===== src/pkg/trig_map.vh =====
// Register offsets, field positions, reset values and timing counts of the trigger evaluator
`ifndef TRIG_MAP_VH
`define TRIG_MAP_VH

// Register byte addresses
`define REG_CTRL        12'h000
`define REG_PROG_A0     12'h004
`define REG_PROG_A1     12'h008
`define REG_PROG_B0     12'h00c
`define REG_PROG_B1     12'h010
`define REG_FILTER      12'h014
`define REG_STATUS      12'h018

// Control register fields
`define CTRL_MODE_LSB   0
`define CTRL_MODE_MSB   1
`define CTRL_QUAL_BIT   2
`define MODE_A          2'h0
`define MODE_B          2'h1
`define MODE_A_THEN_B   2'h2

// Product term fields: include[3:0], polarity[11:8], edge enable 16, edge channel 18:17, rising 19
`define TERM_INC_LSB    0
`define TERM_POL_LSB    8
`define TERM_EDGE_BIT   16
`define TERM_ECH_LSB    17
`define TERM_RISE_BIT   19

// Reset values
`define CTRL_RESET      32'h00000000
`define TERM_RESET      32'h00000000
`define FILTER_RESET    16'h0000

// Writable bits of the control and product term words
`define CTRL_MASK       32'h00000007
`define TERM_MASK       32'h000f0f0f

// Trigger pulse length in cycles
`define PULSE_CYCLES    4'h1
`endif


===== src/hdl/logic_trigger_evaluator.v =====
// Four-channel logic trigger evaluator with APB register access
// What this block does
// - Each channel has its own comparator output giving an independent variable.
// - Channel variable is true when input is above its threshold.
// - Trigger expression is an OR of AND terms.
// - At most two product terms per expression, ORed together.
// - Two separate product slots whose outputs are ORed.
// - Each product accepts any subset of the four channels.
// - Each included channel may be taken true or complemented.
// - Channels not included never affect the product, except the selected edge channel when edge is enabled.
// - A trigger pulse is produced when the expression is satisfied.
// - Each product may have one rising or falling edge channel.
// - Edge product true only at the selected transition with other terms met.
// - Nested mode: A true arms, then B true triggers.
// - Nested mode: B never triggers unless armed by A.
// - External reset high blocks trigger output and disarms nesting.
// - Two independent programs A and B.
// - Expression must stay true a programmable minimum before forwarding.
// - Optional external clock qualifies the trigger expression.
//
// Added by the designer: the APB interface to the registers and the address map.
`timescale 1ns/10ps
`include "trig_map.vh"
module logic_trigger_evaluator (
	input  wire        pclk,
	input  wire        presetn,
	input  wire        psel,
	input  wire        penable,
	input  wire        pwrite,
	input  wire [11:0] paddr,
	input  wire [31:0] pwdata,
	output reg  [31:0] prdata,
	output reg         pready,
	output reg         pslverr,
	input  wire        input_channel_1,
	input  wire        input_channel_2,
	input  wire        input_channel_3,
	input  wire        input_channel_4,
	input  wire        external_clock,
	input  wire        external_reset,
	output reg         trigger_out,
	output reg         armed
);
	reg  [31:0] ctrl;
	reg  [31:0] prog_a0;
	reg  [31:0] prog_a1;
	reg  [31:0] prog_b0;
	reg  [31:0] prog_b1;
	reg  [15:0] filter_len;
	reg  [3:0]  sync1;
	reg  [3:0]  level;
	reg  [3:0]  prev_level;
	reg  [1:0]  ext_sync;
	reg         ext_rst_meta;
	reg         ext_rst;
	reg         ext_clk_prev;
	reg  [15:0] hold_cnt;
	reg         fn_prev;
	reg  [3:0]  pulse_cnt;
	reg         next_trigger;
	reg         next_armed;
	reg  [31:0] next_rdata;
	reg         next_err;
	wire        hit_a0;
	wire        hit_a1;
	wire        hit_b0;
	wire        hit_b1;
	wire        fn_a;
	wire        fn_b;
	wire [1:0]  mode;
	wire        qual_en;
	wire        sel_fn;
	wire        filtered;
	wire        ext_clk_rise;
	wire        qualified;
	wire        fire;
	wire        access;
	wire        wr;
	wire        setup;
	wire        nested;
	wire [2:0]  reg_sel;
	wire [31:0] status_word;

	// Register slots in the order of the address map
	localparam [2:0] SEL_CTRL    = 3'h0;
	localparam [2:0] SEL_PROG_A0 = 3'h1;
	localparam [2:0] SEL_PROG_A1 = 3'h2;
	localparam [2:0] SEL_PROG_B0 = 3'h3;
	localparam [2:0] SEL_PROG_B1 = 3'h4;
	localparam [2:0] SEL_FILTER  = 3'h5;
	localparam [2:0] SEL_STATUS  = 3'h6;
	localparam [2:0] SEL_NONE    = 3'h7;

	// Address decode shared by the write and read paths
	function [2:0] reg_index(input [11:0] addr);
		case (addr)
		`REG_CTRL:    reg_index = SEL_CTRL;
		`REG_PROG_A0: reg_index = SEL_PROG_A0;
		`REG_PROG_A1: reg_index = SEL_PROG_A1;
		`REG_PROG_B0: reg_index = SEL_PROG_B0;
		`REG_PROG_B1: reg_index = SEL_PROG_B1;
		`REG_FILTER:  reg_index = SEL_FILTER;
		`REG_STATUS:  reg_index = SEL_STATUS;
		default:      reg_index = SEL_NONE;
		endcase
	endfunction

	// Keep only the defined bits of a product term word
	function [31:0] term_word(input [31:0] w);
		term_word = w & `TERM_MASK;
	endfunction

	// Control fields, bus phases and address decode
	assign mode    = ctrl[`CTRL_MODE_MSB:`CTRL_MODE_LSB];
	assign qual_en = ctrl[`CTRL_QUAL_BIT];
	assign nested  = (mode == `MODE_A_THEN_B);
	assign access  = psel & penable;
	assign setup   = psel & ~penable;
	assign wr      = access & pwrite;
	assign reg_sel = reg_index(paddr);

	// Channel comparator outputs pass two flip-flops each
	always @(posedge pclk or negedge presetn) begin
		if (!presetn) begin
			sync1      <= 4'h0;
			level      <= 4'h0;
			prev_level <= 4'h0;
		end else begin
			sync1      <= {input_channel_4, input_channel_3,
				input_channel_2, input_channel_1};
			level      <= sync1;
			prev_level <= level;
		end
	end

	// External clock synchroniser and its previous sample for edge detection
	always @(posedge pclk or negedge presetn) begin
		if (!presetn) begin
			ext_sync     <= 2'h0;
			ext_clk_prev <= 1'b0;
		end else begin
			ext_sync     <= {ext_sync[0], external_clock};
			ext_clk_prev <= ext_sync[1];
		end
	end

	// External reset pin synchroniser
	always @(posedge pclk or negedge presetn) begin
		if (!presetn) begin
			ext_rst_meta <= 1'b0;
			ext_rst      <= 1'b0;
		end else begin
			ext_rst_meta <= external_reset;
			ext_rst      <= ext_rst_meta;
		end
	end

	// Two slots for each of the two independent programs
	product_term u_a0 (.cfg(prog_a0), .level(level), .prev_level(prev_level), .hit(hit_a0));
	product_term u_a1 (.cfg(prog_a1), .level(level), .prev_level(prev_level), .hit(hit_a1));
	product_term u_b0 (.cfg(prog_b0), .level(level), .prev_level(prev_level), .hit(hit_b0));
	product_term u_b1 (.cfg(prog_b1), .level(level), .prev_level(prev_level), .hit(hit_b1));

	// Sum of the two products per program
	assign fn_a = hit_a0 | hit_a1;
	assign fn_b = hit_b0 | hit_b1;

	// Function that drives the trigger path in the selected mode
	assign sel_fn = (mode == `MODE_A) ? fn_a : fn_b;

	// Minimum duration filter: true once held for filter_len cycles
	assign filtered = sel_fn & (hold_cnt >= filter_len);

	// Optional qualification on the rising edge of the external clock
	assign ext_clk_rise = ext_sync[1] & ~ext_clk_prev;
	assign qualified    = filtered & (~qual_en | ext_clk_rise);

	// Trigger on the rising edge of the qualified function
	assign fire = qualified & ~fn_prev;

	// Duration counter follows the selected function and saturates at its top
	always @(posedge pclk or negedge presetn) begin
		if (!presetn) begin
			hold_cnt <= 16'h0000;
		end else if (!sel_fn) begin
			hold_cnt <= 16'h0000;
		end else if (hold_cnt != 16'hffff) begin
			hold_cnt <= hold_cnt + 16'h0001;
		end
	end

	// Last qualified value, so a held function fires once only, or once per external clock rise when qualification is on
	always @(posedge pclk or negedge presetn) begin
		if (!presetn) begin
			fn_prev <= 1'b0;
		end else begin
			fn_prev <= qualified;
		end
	end

	// Arming and output pulse decisions
	always @* begin
		next_armed   = armed;
		next_trigger = 1'b0;
		if (ext_rst) begin
			next_armed = 1'b0;
		end else if (nested) begin
			if (armed && fire) begin
				next_trigger = 1'b1;
				next_armed   = 1'b0;
			end else if (fn_a) begin
				next_armed = 1'b1;
			end
		end else begin
			next_armed   = 1'b0;
			next_trigger = fire;
		end
	end

	// Armed state of the nested mode
	always @(posedge pclk or negedge presetn) begin
		if (!presetn) begin
			armed <= 1'b0;
		end else begin
			armed <= next_armed;
		end
	end

	// Trigger output register with fixed pulse length
	always @(posedge pclk or negedge presetn) begin
		if (!presetn) begin
			trigger_out <= 1'b0;
			pulse_cnt   <= 4'h0;
		end else begin
			if (ext_rst) begin
				trigger_out <= 1'b0;
				pulse_cnt   <= 4'h0;
			end else if (next_trigger) begin
				trigger_out <= 1'b1;
				pulse_cnt   <= `PULSE_CYCLES - 4'h1;
			end else if (pulse_cnt != 4'h0) begin
				pulse_cnt <= pulse_cnt - 4'h1;
			end else begin
				trigger_out <= 1'b0;
			end
		end
	end

	// Register writes on the APB access phase
	always @(posedge pclk or negedge presetn) begin
		if (!presetn) begin
			ctrl       <= `CTRL_RESET;
			prog_a0    <= `TERM_RESET;
			prog_a1    <= `TERM_RESET;
			prog_b0    <= `TERM_RESET;
			prog_b1    <= `TERM_RESET;
			filter_len <= `FILTER_RESET;
		end else if (wr) begin
			case (reg_sel)
			SEL_CTRL:    ctrl       <= pwdata & `CTRL_MASK;
			SEL_PROG_A0: prog_a0    <= term_word(pwdata);
			SEL_PROG_A1: prog_a1    <= term_word(pwdata);
			SEL_PROG_B0: prog_b0    <= term_word(pwdata);
			SEL_PROG_B1: prog_b1    <= term_word(pwdata);
			SEL_FILTER:  filter_len <= pwdata[15:0];
			default:     ctrl       <= ctrl;
			endcase
		end
	end

	// Live status word: both functions, synchronised reset, armed state and levels
	assign status_word = {24'h000000, fn_b, fn_a, ext_rst, armed, level};

	// Read mux and error for unmapped addresses
	always @* begin
		next_rdata = 32'h00000000;
		next_err   = 1'b0;
		case (reg_sel)
		SEL_CTRL:    next_rdata = ctrl;
		SEL_PROG_A0: next_rdata = prog_a0;
		SEL_PROG_A1: next_rdata = prog_a1;
		SEL_PROG_B0: next_rdata = prog_b0;
		SEL_PROG_B1: next_rdata = prog_b1;
		SEL_FILTER:  next_rdata = {16'h0000, filter_len};
		SEL_STATUS:  next_rdata = status_word;
		default:     next_err   = 1'b1;
		endcase
		if (pwrite && reg_sel == SEL_STATUS)
			next_err = 1'b1;
	end

	// APB answer: no wait state, ready in the access phase's first cycle
	always @(posedge pclk or negedge presetn) begin
		if (!presetn) begin
			prdata  <= 32'h00000000;
			pready  <= 1'b0;
			pslverr <= 1'b0;
		end else begin
			pready  <= setup;
			pslverr <= setup & next_err;
			prdata  <= (setup & ~pwrite) ? next_rdata : 32'h00000000;
		end
	end
endmodule // logic_trigger_evaluator


===== src/hdl/product_term.v =====
// One AND product over four channel variables with optional edge qualifier
`timescale 1ns/10ps
module product_term (
	input  wire [31:0] cfg,
	input  wire [3:0]  level,
	input  wire [3:0]  prev_level,
	output wire        hit
);
	wire [3:0] inc;
	wire [3:0] pol;
	wire       edge_en;
	wire [1:0] ech;
	wire       rise;
	wire [3:0] match;
	wire       now_v;
	wire       was_v;

	assign inc     = cfg[`TERM_INC_LSB+3:`TERM_INC_LSB];
	assign pol     = cfg[`TERM_POL_LSB+3:`TERM_POL_LSB];
	assign edge_en = cfg[`TERM_EDGE_BIT];
	assign ech     = cfg[`TERM_ECH_LSB+1:`TERM_ECH_LSB];
	assign rise    = cfg[`TERM_RISE_BIT];

	// Included channels must match their polarity; excluded ones always pass
	assign match = ~inc | ~(level ^ pol);
	assign now_v = level[ech];
	assign was_v = prev_level[ech];

	// Product true only when some channel is included, edge gated when enabled
	assign hit = (|inc) & (&match) &
		(~edge_en | (rise ? (now_v & ~was_v) : (~now_v & was_v)));
endmodule // product_term


===== config.mk =====
export PLATFORM = sky130hd
export DESIGN_NAME = logic_trigger_evaluator
export DESIGN_NICKNAME = d
export VERILOG_FILES = /design/src/hdl/logic_trigger_evaluator.v /design/src/hdl/product_term.v
export VERILOG_INCLUDE_DIRS = /design/src /design/src/pkg
export SDC_FILE = /design/constraint.sdc
export NUM_CORES = 1
export LEC_CHECK = 0
export BUFFER_PORTS_ARGS = -buffer_cell sky130_fd_sc_hd__buf_2
export CORE_MARGIN = 1
export CORE_UTILIZATION = 50
export CTS_CLUSTER_DIAMETER = 60
export DETAILED_ROUTE_END_ITERATION = 8
export HOLD_SLACK_MARGIN = 0.15
export PLACE_DENSITY = 0.71
export SETUP_SLACK_MARGIN = 0.02
export SLEW_MARGIN = 10
export SYNTH_ARGS = -nofsm -noshare
export SYNTH_HDL_FRONTEND = slang
export SYNTH_SLANG_ARGS = --single-unit

===== constraint.sdc =====
create_clock -name pclk -period 2.3 [get_ports pclk]
set_input_delay 0.23 -clock pclk [delete_from_list [all_inputs] [get_ports pclk]]
set_output_delay 0.23 -clock pclk [all_outputs]
set_load 0.01 [all_outputs]

### Yosys cells after proc, flatten, opt, wreduce, memory -nomap -nowiden

Index checks and enable logic that the tools add are counted.

* bits in read-only memories: 0
* output and inout port bits: 36
* logic and storage cells: 173
* input bits: 55
* memories: 0
* RAM bits: 0
* latch bits: 0
* flip-flop bits (word level): 141

* eq/ne operators: 17
* $add $sub $neg: 2
* bitwise logic cells: 65
* magnitude comparators: 5
* mux-type cells: 41
* multiply operators: 0
* shift operators: 0
* reductions and logical operators: 22
* div/mod/pow operators: 0

Operator list (number)
* $pmux W20 S7: 1
* $eq A12 B5 Y1 const B: 3
* $mux W16: 2
* $mux W32: 1
* $not A4 Y4: 8
* $and A1 B1 Y1: 25
* $mux W1: 25
* $eq A12 B4 Y1 const B: 2
* $pmux W3 S7: 1
* $not A1 Y1: 17
* $add A16 B1 Y16 const B: 1
* $bmux W1 S2: 8
* $ge A16 B16 Y1: 1
* $ne A16 B16 Y1 const B: 1
* $or A4 B4 Y4: 4
* $reduce_and A4 Y1: 4
* $reduce_or A4 Y1: 4
* $xor A4 B4 Y4: 4
* $eq A12 B3 Y1 const B: 1
* $logic_not A12 Y1: 1
* $lt A2 B3 Y1 const B: 4
* $mux W4: 3
* $reduce_and A2 Y1: 6
* $eq A3 B3 Y1 const B: 3
* 14 further kinds: 22

### Longest topological paths before layout

* word-level depth: 18
* gate-level depth with buffers: 9
* gate-level depth less buffers: 9

### By module

A second synthesis with hierarchy kept.

* cells, all modules: 537
* area, all modules: 6500.0 um2

Modules (own cells, without submodules)
* logic_trigger_evaluator: times used 1, sequential area each 3228.1 um2, cells an instance 485, area an instance 5974.5 um2
* product_term: times used 4, sequential area each 0.0 um2, cells an instance 13, area an instance 131.4 um2

### Worst setup path before layout

No wires, ideal clock.

* path type: flip-flop to flip-flop
* start point: register level[1]
* end point: register pulse_cnt[0]
* buffers on the path: 1
* data required time: 2.161 ns
* clock period less this slack: 2.125 ns
* setup time: 0.139 ns
* stages on the path, launching flop included: 9
* slack: 0.175 ns
* arrival time: 1.987 ns
* path through: dfrtp_1 > buf_2 > mux4_2 > nor2b_2 > nor3b_2 > o22ai_4 > mux2i_4 > nor4bb_4 > a211oi_1

* longest elaborated chain between the ends: 18
* elaborated cells on any way between the ends: 65
* classes of those cells: mux: 18; bitwise: 41; reduce/logical: 6

RTL lines
* start: declaration: line logic_trigger_evaluator.v:51 `reg [3:0] level;`
* start signal: assignment: line logic_trigger_evaluator.v:131 `level <= sync1;`
* $bmux W1 S2: line product_term.v:26 `assign now_v = level[ech];`
* $mux W1 (implied by the code): line product_term.v:26
* $not A1 Y1: line product_term.v:31 `(~edge_en | (rise ? (now_v & ~was_v) : (~now_v & was_v)));`
* $and A1 B1 Y1: line product_term.v:31
* $mux W1: line product_term.v:31
* $or A1 B1 Y1: line product_term.v:31
* $and A1 B1 Y1: line product_term.v:30 `assign hit = (|inc) & (&match) &`
* $or A1 B1 Y1 (on tied branches): line logic_trigger_evaluator.v:166, logic_trigger_evaluator.v:165
* [2 not listed]
* $and A1 B1 Y1 *: line logic_trigger_evaluator.v:176 `assign qualified = filtered & (~qual_en | ext_clk_rise);`
* $and A1 B1 Y1 *: line logic_trigger_evaluator.v:179 `assign fire = qualified & ~fn_prev;`
* $logic_and A1 B1 Y1: line logic_trigger_evaluator.v:208 `if (armed && fire) begin`
* $mux W1: line logic_trigger_evaluator.v:208
* $mux W1 *: line logic_trigger_evaluator.v:207 `end else if (nested) begin`
* $mux W1 *: line logic_trigger_evaluator.v:205 `if (ext_rst) begin`
* $mux W4: line logic_trigger_evaluator.v:238 `end else if (next_trigger) begin`
* $mux W4: line logic_trigger_evaluator.v:235 `if (ext_rst) begin`
* end signal: assignment: line logic_trigger_evaluator.v:240 `` pulse_cnt <= `PULSE_CYCLES - 4'h1; ``
* end signal: assignment: line logic_trigger_evaluator.v:242 `pulse_cnt <= pulse_cnt - 4'h1;`
* end: declaration: line logic_trigger_evaluator.v:59 `reg [3:0] pulse_cnt;`

Mark *: on every way between the ends. The rest lies on a longest branch, timed or not. The select of a mux whose other input is x is not followed.
A chain may end at the register's enable or synchronous reset.

### Worst setup path in the final report

* start point: register level[0]
* end point: register pulse_cnt[1]

The elaborated chain is that of the path after synthesis.

==> metrics.md <==
| Metric | Value |
|---|---|
| Nets | 751 |
| Sequential cell area | 3230 µm² |
| CTS tree | built |
| Crit path max-delay cell type | dfrtp_2 |
| Cell Count, Final, Fillers Out | 856 |
| Largest net degree at the start of global routing | 58 |
| Worst-case clock buffer depth | 2 |
| Slew Limit Fails | 0 |
| VDD IR max | 0.473 mV |
| Reg2Reg Depth | 10 |
| Leakage | 0.00386 µW |
| CTS H-tree depth | 4 |
| Clock Latency Late Sink | 0.42 ns |
| Vias in the first global route | 4874 |
| DRC viols | 0 |
| Kind of critical path | reg -> reg |
| First-pass GRT wire length | 26.1 mm |
| Post-synth EDFFs | 0 |
| Mean Syn Cell Area | 12.1 µm² |
| CP Max Fanout | 6 |
| Post-synthesis sequential area ratio | 50.5% |
| Routed wire length per instance | 18.5 µm |
| Data arrival, critical path | 2.64 ns |
| Num Clock Sinks | 129 |
| Status | finished with violations |
| CP Launch Type | flop |
| Initial antenna violation count | 0 |
| Num ports | 91 |
| Core area | 12200 µm² |
| Dpl cells | 795 |
| Hold-critical path depth | 2 |
| Ys async rst share | 100% |
| Distinct cells, synth | 58 |
| Worst Hold Class | in -> reg |
| CP Capture Type | flop |
| Ys flop type | dfrtp_1 |
| Routed wire length | 15.8 mm |
| Number of synthesized register bits | 129 |
| Syn. warnings | 0 |
| Multi-input logic area | 2970 µm² |
| Dpl hpwl | 11.1 mm |
| Pwr Density | 620 nW/µm² |
| Port bufs | 66 |
| Worst-path cell chain | buf_6, xor2_1, a222oi_1, buf_4, o211ai_2, o22ai_4, mux2i_4, nor4bb_4, buf_6, a211oi_2 |
| CTS buffer count | 17 |
| Post-Synthesis Cells | 530 |
| Initial Util | 52.3% |
| Fin crit period | 2.36 ns |
| Chip height | 115 µm |
| Worst Hold End | ctrl[1]$_DFFE_PN0P_ |
| DIE AREA | 13200 µm² |
| GR Overflow Total | 0 |
| Final ANT Viol Nets | 0 |
| Max Clock Skew | 0.00711 ns |
| Max-cap violations | 0 |
| RSZ-0062 raised after global routing | yes |
| Root Buffer | clkbuf_16 |
| Vias per cell | 5.60 |
| Worst r2r dst | pulse_cnt[1]$_DFFE_PN0P_ |
| Final GP Congestion | 0.893 |
| CP max stage delay | 0.42 ns |
| Share of cells above drive strength 1 | 35.0% |
| Clk pin slew, worst setup/hold paths | 0.05 ns |
| Fin worst setup slack | -0.0578 ns |
| R2r setup slk | -0.06 ns |
| Slew margin rel. | 57.3% |
| Global Route Usage Sum | 26.6% |
| Achievable frequency | 0.424 GHz |
| Worst-margin pin slew | 0.639 ns |
| Die X | 115 µm |
| Fillers | 928 |
| Post-synthesis instance area | 6390 µm² |
| ANT cells | 0 |
| P&R area growth vs syn | 27.5% |
| Vias after detailed routing | 4793 |
| CP Buf/Inv Count | 3 |
| # setup viols final | 6 |
| Violated checks | setup timing |
| Hold wc startpoint | pwdata[1] |
| Worst EP required | 2.58 ns |
| DRT iter0 DRCs | 454 |
| Worst r2r src | level[0]$_DFF_PN0_ |
| Top delay family on crit path | compound AO/OA/AOI/OAI gates |
| Final Hold Vio Count | 0 |
| Setup TNS | -0.311 ns |
| CP dominant cell by count | buf_6 |
| # rows | 40 |
| TritonRoute pass-1 iters | 6 |
| Tcrit/Tclk final | 103% |
==> worst max-delay path by stage <==
stage	start	end	slack [ns]	cells past startpoint
6_report	level[0]$_DFF_PN0_	pulse_cnt[1]$_DFFE_PN0P_	-0.06	10
2_1_floorplan	level[1]$_DFF_PN0_	pulse_cnt[0]$_DFFE_PN0P_	0.17	8
5_1_grt	level[0]$_DFF_PN0_	trigger_out$_DFFE_PN0P_	-0.15	10
4_1_cts	level[0]$_DFF_PN0_	pulse_cnt[0]$_DFFE_PN0P_	-0.05	9
3_5_place_dp	filter_len[0]$_DFFE_PN0P_	pulse_cnt[1]$_DFFE_PN0P_	-0.14	9
3_3_place_gp	level[0]$_DFF_PN0_	pulse_cnt[0]$_DFFE_PN0P_	-0.03	8
==> synthesized netlist by cell type, types with 4 or more instances <==
cell        n  share of area (%)
dfrtp_1   129                 51
mux2_2     47                8.3
nor2_1     33                1.9
a21oi_1    25                2.0
inv_1      23                1.4
mux2_1     23                4.1
xor2_1     22                3.0
a22oi_1    21                2.5
nand2_1    21                1.2
ha_1       19                3.7
buf_4      17                2.0
nand3_1    11               0.86
a222oi_1   10                1.6
nor2b_1    10               0.98
nor4_1      9               0.88
mux4_2      8                2.8
xnor2_1     8                1.1
clkbuf_1    7               0.41
o21ai_0     7               0.55
buf_2       6               0.47
nand4_1     6               0.59
nor3b_1     5               0.59
a211oi_1    4               0.47
and3_1      4               0.39
nor3_1      4               0.31
==> state kept, by name, summed over array words and instances (netlist names), 2 cells and up <==
signal      count
prdata         20
filter_len     16
hold_cnt       16
prog_a0        12
prog_a1        12
prog_b0        12
prog_b1        12
level           4
prev_level      4
pulse_cnt       4
sync1           4
ctrl            3
ext_sync        2
==> layout by cell type, fill, tap and decap left out, drive strengths merged, types with 7 or more instances in the layout <==
cell type,Yosys,layout
a222oi,10,10
buf,26,122
dfrtp,129,129
a21oi,25,25
a22oi,21,21
xnor2,8,8
ha,19,19
nor2,34,34
xor2,22,22
inv,25,25
nand3,12,12
nor4,11,11
mux4,8,8
clkbuf,7,26
nor2b,11,11
nor3b,7,7
nand2,21,21
mux2,70,70
o21ai,7,7
conb,1,12
dlygate4sd3,0,28
==> report_power, final <==
group | internal [µW] | switching (µW) | leakage (µW) | total [µW]
Clock | 1590 | 915 | 0.000280 | 2500
Sequential | 2290 | 21.0 | 0.00176 | 2310
Combinational | 106 | 131 | 0.00183 | 237
Total | 3990 | 1070 | 0.00386 | 5050
==> per-stage QoR <==
step	total power, µW	setup WS, ns	area (µm²)	hold slack, ns	util [%]
2_1_floorplan	2430	0.175	6430	-0.0656	-
3_3_place_gp	2540	-0.0340	7200	0.234	59.0
3_5_place_dp	2550	-0.138	7200	0.246	59.0
4_1_cts	5090	-0.0451	8090	0.155	66.2
5_1_grt	5230	-0.148	8140	0.159	66.7
6_report	5050	-0.0578	8140	0.179	66.7
==> area by class of cell <==
type                            count  share of cell area [%]
Sequential cell                   129                    39.7
Timing Repair Buffer              150                    13.2
Clock inverter                      4                   0.277
Tap cell                          168                    2.58
Inverter                           25                    1.15
Clock buffer                       26                    6.62
Multi-Input combinational cell    354                    36.4
==> what timing repair did <==
action                     CTS  global route
gates resized for setup      9            12
buffers inserted             2             1
hold endpoints to repair   108             0
setup endpoints to repair   23            23
hold buffers                28             0
pin swaps                    4            10
==> kinds of logic (layout without fill, tap and decap cells) <==
group,after synthesis,after routing,synth area share [%]
xor gates and xnor gates,30,30,4.11
and+or+nand+nor,125,125,11.1
buffers and inverters,58,205,4.76
AOI/OAI and AO/OA,86,86,9.75
DFF,129,129,50.5
adders and majority gates,19,19,3.72
other,1,12,0.0587
muxes,82,82,16.0
==> metal layers <==
metal  track usage (%)  part of all wire (%)  vias up
li1                  -                     -     2202
met1              36.8                    45     2359
met2              41.2                    47      205
met3              6.01                   6.3       27
met4              9.61                   1.9        0
met5                 0                     0        -
(Power assumes the default switching activity.)
